<file path="src/logic/gpw_cfg.svh">
`ifndef GPW_CFG_SVH
`define GPW_CFG_SVH

// =====================================================================
// register offsets
`define GPW_ADDR_PIN1314  8'h11
`define GPW_ADDR_AUXLVL   8'h12
`define GPW_ADDR_AUXDIR   8'h13
`define GPW_ADDR_AUXPOL   8'h14
`define GPW_ADDR_AUXWAKE  8'h15
`define GPW_ADDR_DIVA     8'h17
`define GPW_ADDR_DIVB     8'h18
`define GPW_ADDR_DIVCTL   8'h19
`define GPW_ADDR_PIN8     8'h1A
`define GPW_ADDR_PIN9     8'h1B
`define GPW_ADDR_PIN10    8'h1C
`define GPW_RST_VAL       8'h00
`define GPW_READ_ZERO     8'h00

// =====================================================================
// field positions
`define GPW_P13_DIR       0
`define GPW_P13_VAL       1
`define GPW_P14_DIR       2
`define GPW_P14_VAL       3
`define GPW_P13_SRC       5:4
`define GPW_P14_SRC       7:6
`define GPW_PCTL_DIR      0
`define GPW_PCTL_VAL      1
`define GPW_PCTL_SRC      3:2
`define GPW_PCTL_USED     3:0
`define GPW_DA_SRC        1:0
`define GPW_DA_INV        2
`define GPW_DA_HOLD       3
`define GPW_DB_SRC        5:4
`define GPW_DB_INV        6
`define GPW_DB_HOLD       7

// =====================================================================
// pin vector positions
`define GPW_PIN8          0
`define GPW_PIN9          1
`define GPW_PIN10         2
`define GPW_PIN13         3
`define GPW_PIN14         4

// =====================================================================
// source codes
`define GPW_SRC_0         2'h0
`define GPW_SRC_1         2'h1
`define GPW_SRC_2         2'h2
`define GPW_SRC_3         2'h3

// =====================================================================
// clock rates in Hz, accumulator width in bits
`define GPW_SYS_HZ        50000000
`define GPW_FAST_HZ       12000000
`define GPW_SLOW_HZ       93750
`define GPW_ACC_W         27

`endif

</file>
<file path="src/logic/gpw_pkg.sv">
`default_nettype none
package gpw_pkg;
   // register request from the endpoint side
   typedef struct packed {
      logic       wr;
      logic       rd;
      logic [7:0] addr;
      logic [7:0] wdata;
   } gpw_req_type;

   // pin lines of the five programmable pins
   typedef struct packed {
      logic [4:0] lvl;
   } gpw_pins_type;
endpackage : gpw_pkg
`default_nettype wire

</file>
<file path="src/logic/gpw_top.sv">
`timescale 1ns/1ps
`default_nettype none
`include "gpw_cfg.svh"

// Summary of operation
// - Register 0x11 holds sources, values and directions of pins 13 and 14.
// - Direction 1 drives the pin; value bits read back the live pin level.
// - Pin 13 source: 0 register bit, 2 AND of pins 4,5, 3 OR.
// - Pin 13 source 1: flip-flop clocked by pin 10, data pin 9, reset-cleared.
// - Pin 14 source: 0 register bit, 2 NAND of pins 8,9, 3 NOR.
// - Pin 14 source 1: flip-flop clocked by external clock, data pin 8.
// - Side port level write sets outputs; read returns all eight live lines.
// - Side lines 1 and 0 may carry peripheral address lines 5 and 4.
// - Side direction bit 1 makes the line output; all inputs after reset.
// - Polarity bits invert side lines only on the wake path.
// - Wake-enable bits let their line raise the wake event.
// - Divider A divides its source by twice ratio plus two.
// - Divider B divides its source by twice its ratio plus two.
// - Divider A source: 12 MHz, external clock, pin 10, pin 0.
// - Divider B source: 93.75 kHz, external clock, pin 1, divider A.
// - Each divider has input invert and hold bits in the control register.
// - Pin 8: dir bit 0, value bit 1, source register, A, B, NAND 0,1.
// - Pin 9 as pin 8, source 3 is NAND of pins 2 and 3.
// - Pin 10 as pin 8, source 3 passes the external clock.
module gpw_top #(
   parameter int RATIO_W = 8
) (
   // clock and reset
   input  wire logic               CLK_SYS_I,
   input  wire logic               SRST_I,
   // register access
   input  wire gpw_pkg::gpw_req_type REG_REQ_I,
   output var  logic [7:0]         REG_RDATA_O,
   // pins 0 to 7, levels only
   input  wire logic [7:0]         GP_LOW_I,
   // pins 8, 9, 10, 13, 14
   input  wire gpw_pkg::gpw_pins_type PIN_I,
   output var  logic [4:0]         PIN_O,
   output var  logic [4:0]         PIN_OE_O,
   input  wire logic               EXT_CLK_I,
   // side port
   input  wire logic [7:0]         AUX_I,
   output var  logic [7:0]         AUX_O,
   output var  logic [7:0]         AUX_OE_O,
   input  wire logic               AUX_ADDR_MODE_I,
   input  wire logic [1:0]         PERIPH_ADDR_HI_I,
   // wake request
   output var  logic               WAKE_O
);

   if (RATIO_W != 8) begin : g_chk
      $error("gpw_top: RATIO_W must be 8");
   end

   // ==================================================================
   // internal reference clocks, fractional toggle generators
   localparam logic [`GPW_ACC_W-1:0] SYS_V = `GPW_ACC_W'(`GPW_SYS_HZ);
   localparam logic [`GPW_ACC_W-1:0] INC_V [2] = '{`GPW_ACC_W'(2 * `GPW_FAST_HZ),
                                                   `GPW_ACC_W'(2 * `GPW_SLOW_HZ)};
   logic [`GPW_ACC_W-1:0] acc_reg  [2];
   logic [`GPW_ACC_W-1:0] acc_next [2];
   logic [1:0]            ref_reg;
   logic [1:0]            ref_next;

   for (genvar g = 0; g < 2; g++) begin : g_ref
      always_comb begin
         if (acc_reg[g] + INC_V[g] >= SYS_V) begin
            acc_next[g] = acc_reg[g] + INC_V[g] - SYS_V;
            ref_next[g] = ~ref_reg[g];
         end else begin
            acc_next[g] = acc_reg[g] + INC_V[g];
            ref_next[g] = ref_reg[g];
         end
      end
      always_ff @(posedge CLK_SYS_I) begin
         if (SRST_I) begin
            acc_reg[g] <= '0;
            ref_reg[g] <= 1'b0;
         end else begin
            acc_reg[g] <= acc_next[g];
            ref_reg[g] <= ref_next[g];
         end
      end
   end

   // ==================================================================
   // register state
   logic [7:0] pin1314_reg, pin1314_next;
   logic [7:0] aux_lvl_reg, aux_lvl_next;
   logic [7:0] aux_dir_reg, aux_dir_next;
   logic [7:0] aux_pol_reg, aux_pol_next;
   logic [7:0] aux_wake_reg, aux_wake_next;
   logic [RATIO_W-1:0] ratio_reg [2];
   logic [RATIO_W-1:0] ratio_next [2];
   logic [7:0] divctl_reg, divctl_next;
   logic [3:0] pctl_reg [3];
   logic [3:0] pctl_next [3];
   logic [7:0] rdata_next;

   function automatic logic [7:0] rd_mux(input logic [7:0] a);
      unique case (a)
         `GPW_ADDR_PIN1314: rd_mux = {pin1314_reg[7:4], PIN_I.lvl[`GPW_PIN14],
                                      pin1314_reg[`GPW_P14_DIR], PIN_I.lvl[`GPW_PIN13],
                                      pin1314_reg[`GPW_P13_DIR]};
         `GPW_ADDR_AUXLVL:  rd_mux = AUX_I;
         `GPW_ADDR_AUXDIR:  rd_mux = aux_dir_reg;
         `GPW_ADDR_AUXPOL:  rd_mux = aux_pol_reg;
         `GPW_ADDR_AUXWAKE: rd_mux = aux_wake_reg;
         `GPW_ADDR_DIVA:    rd_mux = ratio_reg[0];
         `GPW_ADDR_DIVB:    rd_mux = ratio_reg[1];
         `GPW_ADDR_DIVCTL:  rd_mux = divctl_reg;
         `GPW_ADDR_PIN8:    rd_mux = {4'h0, pctl_reg[0]};
         `GPW_ADDR_PIN9:    rd_mux = {4'h0, pctl_reg[1]};
         `GPW_ADDR_PIN10:   rd_mux = {4'h0, pctl_reg[2]};
         default:           rd_mux = `GPW_READ_ZERO;
      endcase
   endfunction : rd_mux

   always_comb begin
      pin1314_next  = pin1314_reg;
      aux_lvl_next  = aux_lvl_reg;
      aux_dir_next  = aux_dir_reg;
      aux_pol_next  = aux_pol_reg;
      aux_wake_next = aux_wake_reg;
      ratio_next    = ratio_reg;
      divctl_next   = divctl_reg;
      pctl_next     = pctl_reg;
      rdata_next    = REG_RDATA_O;
      if (REG_REQ_I.wr) begin
         unique case (REG_REQ_I.addr)
            `GPW_ADDR_PIN1314: pin1314_next  = REG_REQ_I.wdata;
            `GPW_ADDR_AUXLVL:  aux_lvl_next  = REG_REQ_I.wdata;
            `GPW_ADDR_AUXDIR:  aux_dir_next  = REG_REQ_I.wdata;
            `GPW_ADDR_AUXPOL:  aux_pol_next  = REG_REQ_I.wdata;
            `GPW_ADDR_AUXWAKE: aux_wake_next = REG_REQ_I.wdata;
            `GPW_ADDR_DIVA:    ratio_next[0] = REG_REQ_I.wdata;
            `GPW_ADDR_DIVB:    ratio_next[1] = REG_REQ_I.wdata;
            `GPW_ADDR_DIVCTL:  divctl_next   = REG_REQ_I.wdata;
            `GPW_ADDR_PIN8:    pctl_next[0]  = REG_REQ_I.wdata[`GPW_PCTL_USED];
            `GPW_ADDR_PIN9:    pctl_next[1]  = REG_REQ_I.wdata[`GPW_PCTL_USED];
            `GPW_ADDR_PIN10:   pctl_next[2]  = REG_REQ_I.wdata[`GPW_PCTL_USED];
            default: ;
         endcase
      end
      if (REG_REQ_I.rd) begin
         rdata_next = rd_mux(REG_REQ_I.addr);
      end
   end

   always_ff @(posedge CLK_SYS_I) begin
      if (SRST_I) begin
         pin1314_reg  <= `GPW_RST_VAL;
         aux_lvl_reg  <= `GPW_RST_VAL;
         aux_dir_reg  <= `GPW_RST_VAL;
         aux_pol_reg  <= `GPW_RST_VAL;
         aux_wake_reg <= `GPW_RST_VAL;
         ratio_reg    <= '{`GPW_RST_VAL, `GPW_RST_VAL};
         divctl_reg   <= `GPW_RST_VAL;
         pctl_reg     <= '{4'h0, 4'h0, 4'h0};
         REG_RDATA_O  <= `GPW_RST_VAL;
      end else begin
         pin1314_reg  <= pin1314_next;
         aux_lvl_reg  <= aux_lvl_next;
         aux_dir_reg  <= aux_dir_next;
         aux_pol_reg  <= aux_pol_next;
         aux_wake_reg <= aux_wake_next;
         ratio_reg    <= ratio_next;
         divctl_reg   <= divctl_next;
         pctl_reg     <= pctl_next;
         REG_RDATA_O  <= rdata_next;
      end
   end

   // ==================================================================
   // clock dividers, edge-counted on the system clock
   logic [1:0]         dsrc;
   logic [1:0]         dprev_reg, dprev_next;
   logic [1:0]         dout_reg, dout_next;
   logic [1:0]         dedge;
   logic [1:0]         dhold;
   logic [RATIO_W-1:0] dcnt_reg [2];
   logic [RATIO_W-1:0] dcnt_next [2];

   always_comb begin
      unique case (divctl_reg[`GPW_DA_SRC])
         `GPW_SRC_0: dsrc[0] = ref_reg[0];
         `GPW_SRC_1: dsrc[0] = EXT_CLK_I;
         `GPW_SRC_2: dsrc[0] = PIN_I.lvl[`GPW_PIN10];
         `GPW_SRC_3: dsrc[0] = GP_LOW_I[0];
      endcase
      unique case (divctl_reg[`GPW_DB_SRC])
         `GPW_SRC_0: dsrc[1] = ref_reg[1];
         `GPW_SRC_1: dsrc[1] = EXT_CLK_I;
         `GPW_SRC_2: dsrc[1] = GP_LOW_I[1];
         `GPW_SRC_3: dsrc[1] = dout_reg[0];
      endcase
      dsrc[0] = dsrc[0] ^ divctl_reg[`GPW_DA_INV];
      dsrc[1] = dsrc[1] ^ divctl_reg[`GPW_DB_INV];
      dhold   = {divctl_reg[`GPW_DB_HOLD], divctl_reg[`GPW_DA_HOLD]};
      dprev_next = dsrc;
      for (int i = 0; i < 2; i++) begin
         dedge[i]     = dsrc[i] & ~dprev_reg[i];
         dcnt_next[i] = dcnt_reg[i];
         dout_next[i] = dout_reg[i];
         if (dhold[i]) begin
            dcnt_next[i] = '0;
            dout_next[i] = 1'b0;
         end else if (dedge[i]) begin
            if (dcnt_reg[i] == ratio_reg[i]) begin
               dcnt_next[i] = '0;
               dout_next[i] = ~dout_reg[i];
            end else begin
               dcnt_next[i] = dcnt_reg[i] + 1'b1;
            end
         end
      end
   end

   always_ff @(posedge CLK_SYS_I) begin
      if (SRST_I) begin
         dprev_reg <= 2'h0;
         dout_reg  <= 2'h0;
         dcnt_reg  <= '{'0, '0};
      end else begin
         dprev_reg <= dprev_next;
         dout_reg  <= dout_next;
         dcnt_reg  <= dcnt_next;
      end
   end

   // ==================================================================
   // pin drivers, flip-flop sources and side port
   logic       p10_prev_reg, p10_prev_next;
   logic       ext_prev_reg, ext_prev_next;
   logic       dff13_reg, dff13_next;
   logic       dff14_reg, dff14_next;
   logic [4:0] pin_o_next, pin_oe_next;
   logic [7:0] aux_o_next, aux_oe_next;
   logic       wake_next;
   logic       p8, p9;

   function automatic logic sel4(input logic [1:0] s, input logic a, input logic b,
                                 input logic c, input logic d);
      unique case (s)
         `GPW_SRC_0: sel4 = a;
         `GPW_SRC_1: sel4 = b;
         `GPW_SRC_2: sel4 = c;
         `GPW_SRC_3: sel4 = d;
      endcase
   endfunction : sel4

   always_comb begin
      p8            = PIN_I.lvl[`GPW_PIN8];
      p9            = PIN_I.lvl[`GPW_PIN9];
      p10_prev_next = PIN_I.lvl[`GPW_PIN10];
      ext_prev_next = EXT_CLK_I;
      dff13_next    = dff13_reg;
      dff14_next    = dff14_reg;
      if (PIN_I.lvl[`GPW_PIN10] && !p10_prev_reg) begin
         dff13_next = p9;
      end
      if (EXT_CLK_I && !ext_prev_reg) begin
         dff14_next = p8;
      end
      pin_o_next[`GPW_PIN8]  = sel4(pctl_reg[0][`GPW_PCTL_SRC], pctl_reg[0][`GPW_PCTL_VAL],
                                    dout_reg[0], dout_reg[1], ~(GP_LOW_I[0] & GP_LOW_I[1]));
      pin_o_next[`GPW_PIN9]  = sel4(pctl_reg[1][`GPW_PCTL_SRC], pctl_reg[1][`GPW_PCTL_VAL],
                                    dout_reg[0], dout_reg[1], ~(GP_LOW_I[2] & GP_LOW_I[3]));
      pin_o_next[`GPW_PIN10] = sel4(pctl_reg[2][`GPW_PCTL_SRC], pctl_reg[2][`GPW_PCTL_VAL],
                                    dout_reg[0], dout_reg[1], EXT_CLK_I);
      pin_o_next[`GPW_PIN13] = sel4(pin1314_reg[`GPW_P13_SRC], pin1314_reg[`GPW_P13_VAL],
                                    dff13_reg, GP_LOW_I[4] & GP_LOW_I[5],
                                    GP_LOW_I[4] | GP_LOW_I[5]);
      pin_o_next[`GPW_PIN14] = sel4(pin1314_reg[`GPW_P14_SRC], pin1314_reg[`GPW_P14_VAL],
                                    dff14_reg, ~(p8 & p9), ~(p8 | p9));
      pin_oe_next = {pin1314_reg[`GPW_P14_DIR], pin1314_reg[`GPW_P13_DIR],
                     pctl_reg[2][`GPW_PCTL_DIR], pctl_reg[1][`GPW_PCTL_DIR],
                     pctl_reg[0][`GPW_PCTL_DIR]};
      aux_o_next  = aux_lvl_reg;
      aux_oe_next = aux_dir_reg;
      if (AUX_ADDR_MODE_I) begin
         aux_o_next[1:0]  = PERIPH_ADDR_HI_I;
         aux_oe_next[1:0] = 2'h3;
      end
      wake_next = |(aux_wake_reg & (AUX_I ^ aux_pol_reg));
   end

   always_ff @(posedge CLK_SYS_I) begin
      if (SRST_I) begin
         p10_prev_reg <= 1'b0;
         ext_prev_reg <= 1'b0;
         dff13_reg    <= 1'b0;
         dff14_reg    <= 1'b0;
         PIN_O        <= 5'h00;
         PIN_OE_O     <= 5'h00;
         AUX_O        <= 8'h00;
         AUX_OE_O     <= 8'h00;
         WAKE_O       <= 1'b0;
      end else begin
         p10_prev_reg <= p10_prev_next;
         ext_prev_reg <= ext_prev_next;
         dff13_reg    <= dff13_next;
         dff14_reg    <= dff14_next;
         PIN_O        <= pin_o_next;
         PIN_OE_O     <= pin_oe_next;
         AUX_O        <= aux_o_next;
         AUX_OE_O     <= aux_oe_next;
         WAKE_O       <= wake_next;
      end
   end
endmodule : gpw_top
`default_nettype wire

</file>
<file path="config.mk">
export PLATFORM = sky130hd
export DESIGN_NAME = gpw_top
export DESIGN_NICKNAME = d
export VERILOG_FILES = /design/src/logic/gpw_pkg.sv /design/src/logic/gpw_top.sv
export VERILOG_INCLUDE_DIRS = /design/src /design/src/logic
export SDC_FILE = /design/constraint.sdc
export NUM_CORES = 1
export LEC_CHECK = 0
export BUFFER_PORTS_ARGS = -buffer_cell sky130_fd_sc_hd__buf_2
export CAP_MARGIN = 20
export CORE_MARGIN = 1.5
export CORE_UTILIZATION = 55
export CTS_CLUSTER_DIAMETER = 80
export DETAILED_ROUTE_END_ITERATION = 7
export PLACE_DENSITY = 0.75
export SYNTH_ARGS = -nofsm -noshare
export SYNTH_HDL_FRONTEND = slang
export SYNTH_SLANG_ARGS = --single-unit
</file>
<file path="constraint.sdc">
create_clock -name CLK_SYS_I -period 5.28 [get_ports CLK_SYS_I]
set_input_delay 1.056 -clock CLK_SYS_I [delete_from_list [all_inputs] [get_ports CLK_SYS_I]]
set_output_delay 1.056 -clock CLK_SYS_I [all_outputs]
set_load 0.01 [all_outputs]
</file>
==> results.md <==
- DR WL/cell: 16.5 um
- Synth unique cells: 64
- Worst Tran Pin Value: 936 ps
- Total Wirelength: 22,600 um
- Most frequent cells in the layout: dfxtp_1 (182), a21oi_1 (118), nand2_1 (114)
- Tmin final: approximately 4300 ps
- Worst clock skew: 10.3 ps
- LEAKAGE: 3.66 nW
- Pint: 2.73 mW
- Most frequent standard cell in the layout excluding fill and tap cells: dfxtp_1
- Final critical-path setup slack: 931 ps
- Die area: 17,100 um^2
- Tot GR Track Use: between 20% and 30%
- Post-Syn Area: 9000 um^2
- Cell taking the most area after synthesis: dfxtp_1
- IO Pins: 80
- Reg2Reg Setup Slack: just over 900 ps
- Count of final setup violators: 0
- FFs w/ async S/R, synth: 0%
- Layout area overhead: 12.7%
- Clock root cell: clkbuf_16
- Worst-path clk slew: 70 ps
- Layout cells sized above 1: between 10% and 20%
- Kind of critical path: flop to flop
- CTS tree: done
- Status: finished clean
- Vias in the first global route: 7,300
- Delay-heaviest family, CP: compound AO/OA/AOI/OAI gates
- Syn nets: 1,148
- Comb pwr share: approximately 32%
- Yosys reg bits: 182
- Worst skew pair latency: 430 ps
- Detail Route Antenna Nets: 0
- Tcrit/Tclk final: 82.4%
- Fin cells: between 1,000 and 1,500
- Yosys top cell area share: 40.5%
- Mean area per synthesized cell: 8.23 um^2
- Largest register FFs: 45
- Antenna violations before repair: 1
- Ranking of synthesized cells by area: dfxtp_1 (40%), a21oi_1 (6.6%), xnor2_1 (5.6%)
- CTS Buffer Depth: 2
- Switch share: between 30% and 40%
- Core box area: roughly 16,000 um^2
- Pwr dens: around 420 nW/um^2
- Crit. End Element: flop
- Die W: 131 um
- First-pass GRT wire length: 36,400 um
- Setup WS pre-CTS: 1100 ps
- Grt total ovfl: 0
- CP dominant cell by count: nand2_1
- Fin nets: 1,197
- Startpoint Class: flop
- Filler cell count: 1,421
- R2R cell count: 14
- # diodes: 0
- Cts bufs inserted: 17
- Post-synth top flop: dfxtp_1
- Iteration count of the initial detailed-routing pass: 6
- Mapped Cells: ~1,100
- Pins over their slew limit: 0
- Multi-input gate area: 5080 um^2
- Post-CTS sizing: 0
- Sequential fraction of the synthesis area: a little over 40%
- Via/cell ratio: 5.93
- TNS Setup: 0 ps
- Hold Crit Endpoint: aux_lvl_reg[3]$_SDFFE_PP0P_
- Largest net degree at the start of global routing: 87
- FMAX: 230 MHz
- Reg power frac: 38.1%
- Critical Path RT: ~5600 ps
- Number of port buffers: 77
- Worst-path cell chain: nor2_1, nand2_1, nand2_1, xor2_1, ha_1, nand2_1, nor4b_1, o211ai_1, a31o_2, a221oi_1, o311ai_2, buf_4, a31o_2, a21oi_1
- Cells after DPL: 1,340
- Clock share of power: 29.7%
- Reg area: 3640 um^2
- RR Endpoint: acc_reg[1][15]$_SDFF_PP0_
- Buf/Inv on CP: 1
- RD Place Congestion: 0.912
- Worst hold path cell count: 2
- Post-DP HPWL: 15,600 um
- Max-slew headroom: between 30% and 40%
- Post-layout util: between 60% and 70%
- Starting density of the core: between 50 and 60%
- Total setup buffers inserted after CTS: 0
- Peak VDD IR: 0.280 mV
- Sink Count: 182
- CP max stage cell: nor2_1
- Num rows: 46
- Drc violations: 0
- Hold path startpoint: aux_lvl_reg[3]$_SDFFE_PP0P_
- Worst Hold Class: flop to flop
- Via Count: approximately 8,100
- CP max stage delay: 530 ps
- RSZ-0062 raised after global routing: false
- Post-synth EDFFs: 0
- Max cap viols: 0
- Yosys warnings: 0
- Switching power: 1.54 mW
- Final Hold Viols: 0
- Initial DRC count: 700
- Crit Path Max Fanout: 14
- Worst r2r src: acc_reg[1][5]$_SDFF_PP0_
- CTS Hold Bufs: 0
- WP data arrival: 4690 ps
- Total power draw: between 4 and 5 mW
- H-tree depth: 4
- Die height: approximately 130 um
==> through the flow <==
| step | hold WS, ps | area (um^2) |
|---|---|---|
| 4_1_cts | 453 | 10100 |
| 3_3_place_gp | 437 | 9560 |
| 6_report | 453 | 10100 |
| 2_1_floorplan | 432 | 9000 |
| 5_1_grt | 473 | 10100 |
| 3_5_place_dp | 443 | 9560 |
==> power groups by stage <==
stage          Sequential [mW]  Combinational (mW)  Clock, mW
2_1_floorplan             1.61                1.11          0
5_1_grt                   1.64                1.55       1.35
6_report                  1.62                1.37       1.27
4_1_cts                   1.62                1.36       1.29
3_5_place_dp              1.65                1.35          0
3_3_place_gp              1.65                1.32          0
==> worst min-delay path, delay by kind of cell, from the launching register on <==
family | cells | cell delay (ps)
DFF | 1 | 310
and+or+nand+nor | 1 | 50
AOI/OAI and AO/OA | 1 | 50
==> metal layers <==
layer	global-route usage [%]	part of all wire, %
met3	5.94	6.9
met4	10.1	1.9
met1	36.4	44
met5	0	0.058
met2	42.7	47
==> layout make-up <==
class	instances	area share, %
Sequential cell	182	35.9
Multi-Input combinational cell	835	50.1
Tap cell	216	2.66
Inverter	13	0.481
Clock buffer	17	4.19
Clock inverter	15	1.61
Timing Repair Buffer	94	5.08
==> logic make-up (layout without fill, tap and decap cells) <==
| family | Yosys count | after routing | share of synthesized area, % |
|---|---|---|---|
| AND/OR/NAND/NOR | 444 | 444 | 24.1 |
| buffers and inverters | 77 | 139 | 3.29 |
| multiplexers | 24 | 24 | 3.14 |
| flip-flops | 182 | 182 | 40.5 |
| XOR/XNOR | 88 | 88 | 8.56 |
| adder cells (fa/ha/maj) | 11 | 11 | 1.47 |
| AO/OA/AOI/OAI | 268 | 268 | 18.9 |
==> worst max-delay path by stage <==
stage / start / endpoint / slack, ps / cells past startpoint
after floorplan: acc_reg[1][2]$_SDFF_PP0_ / acc_reg[1][24]$_SDFF_PP0_ / 1830 / 16
after global placement: acc_reg[1][5]$_SDFF_PP0_ / acc_reg[1][10]$_SDFF_PP0_ / 1200 / 14
after detailed placement: acc_reg[1][5]$_SDFF_PP0_ / acc_reg[1][10]$_SDFF_PP0_ / 1100 / 14
after CTS: acc_reg[1][5]$_SDFF_PP0_ / acc_reg[1][10]$_SDFF_PP0_ / 1020 / 14
after global routing: acc_reg[1][5]$_SDFF_PP0_ / acc_reg[1][13]$_SDFF_PP0_ / 580 / 14
final: acc_reg[1][5]$_SDFF_PP0_ / acc_reg[1][15]$_SDFF_PP0_ / 930 / 14
==> synth_stat cells, drive strengths merged, types with 4 or more instances <==
cell type / instances
nor2: 93
nor3: 24
a21o: 9
nor3b: 6
o211ai: 4
nor4: 5
nand2: 114
nor2b: 34
a22o: 6
nor4b: 5
xor2: 30
a221oi: 10
a211oi: 17
buf: 11
a22oi: 23
inv: 13
ha: 9
and3: 11
mux2i: 17
o31ai: 6
and4: 4
a21boi: 5
a31oi: 4
nand2b: 8
a31o: 7
o21ai: 35
nand4: 16
mux2: 4
clkbuf: 53
or2: 7
or3: 13
xnor2: 58
a21oi: 118
dfxtp: 182
and2: 7
nand3: 90
Note: power is estimated with default switching activity, not from simulation.
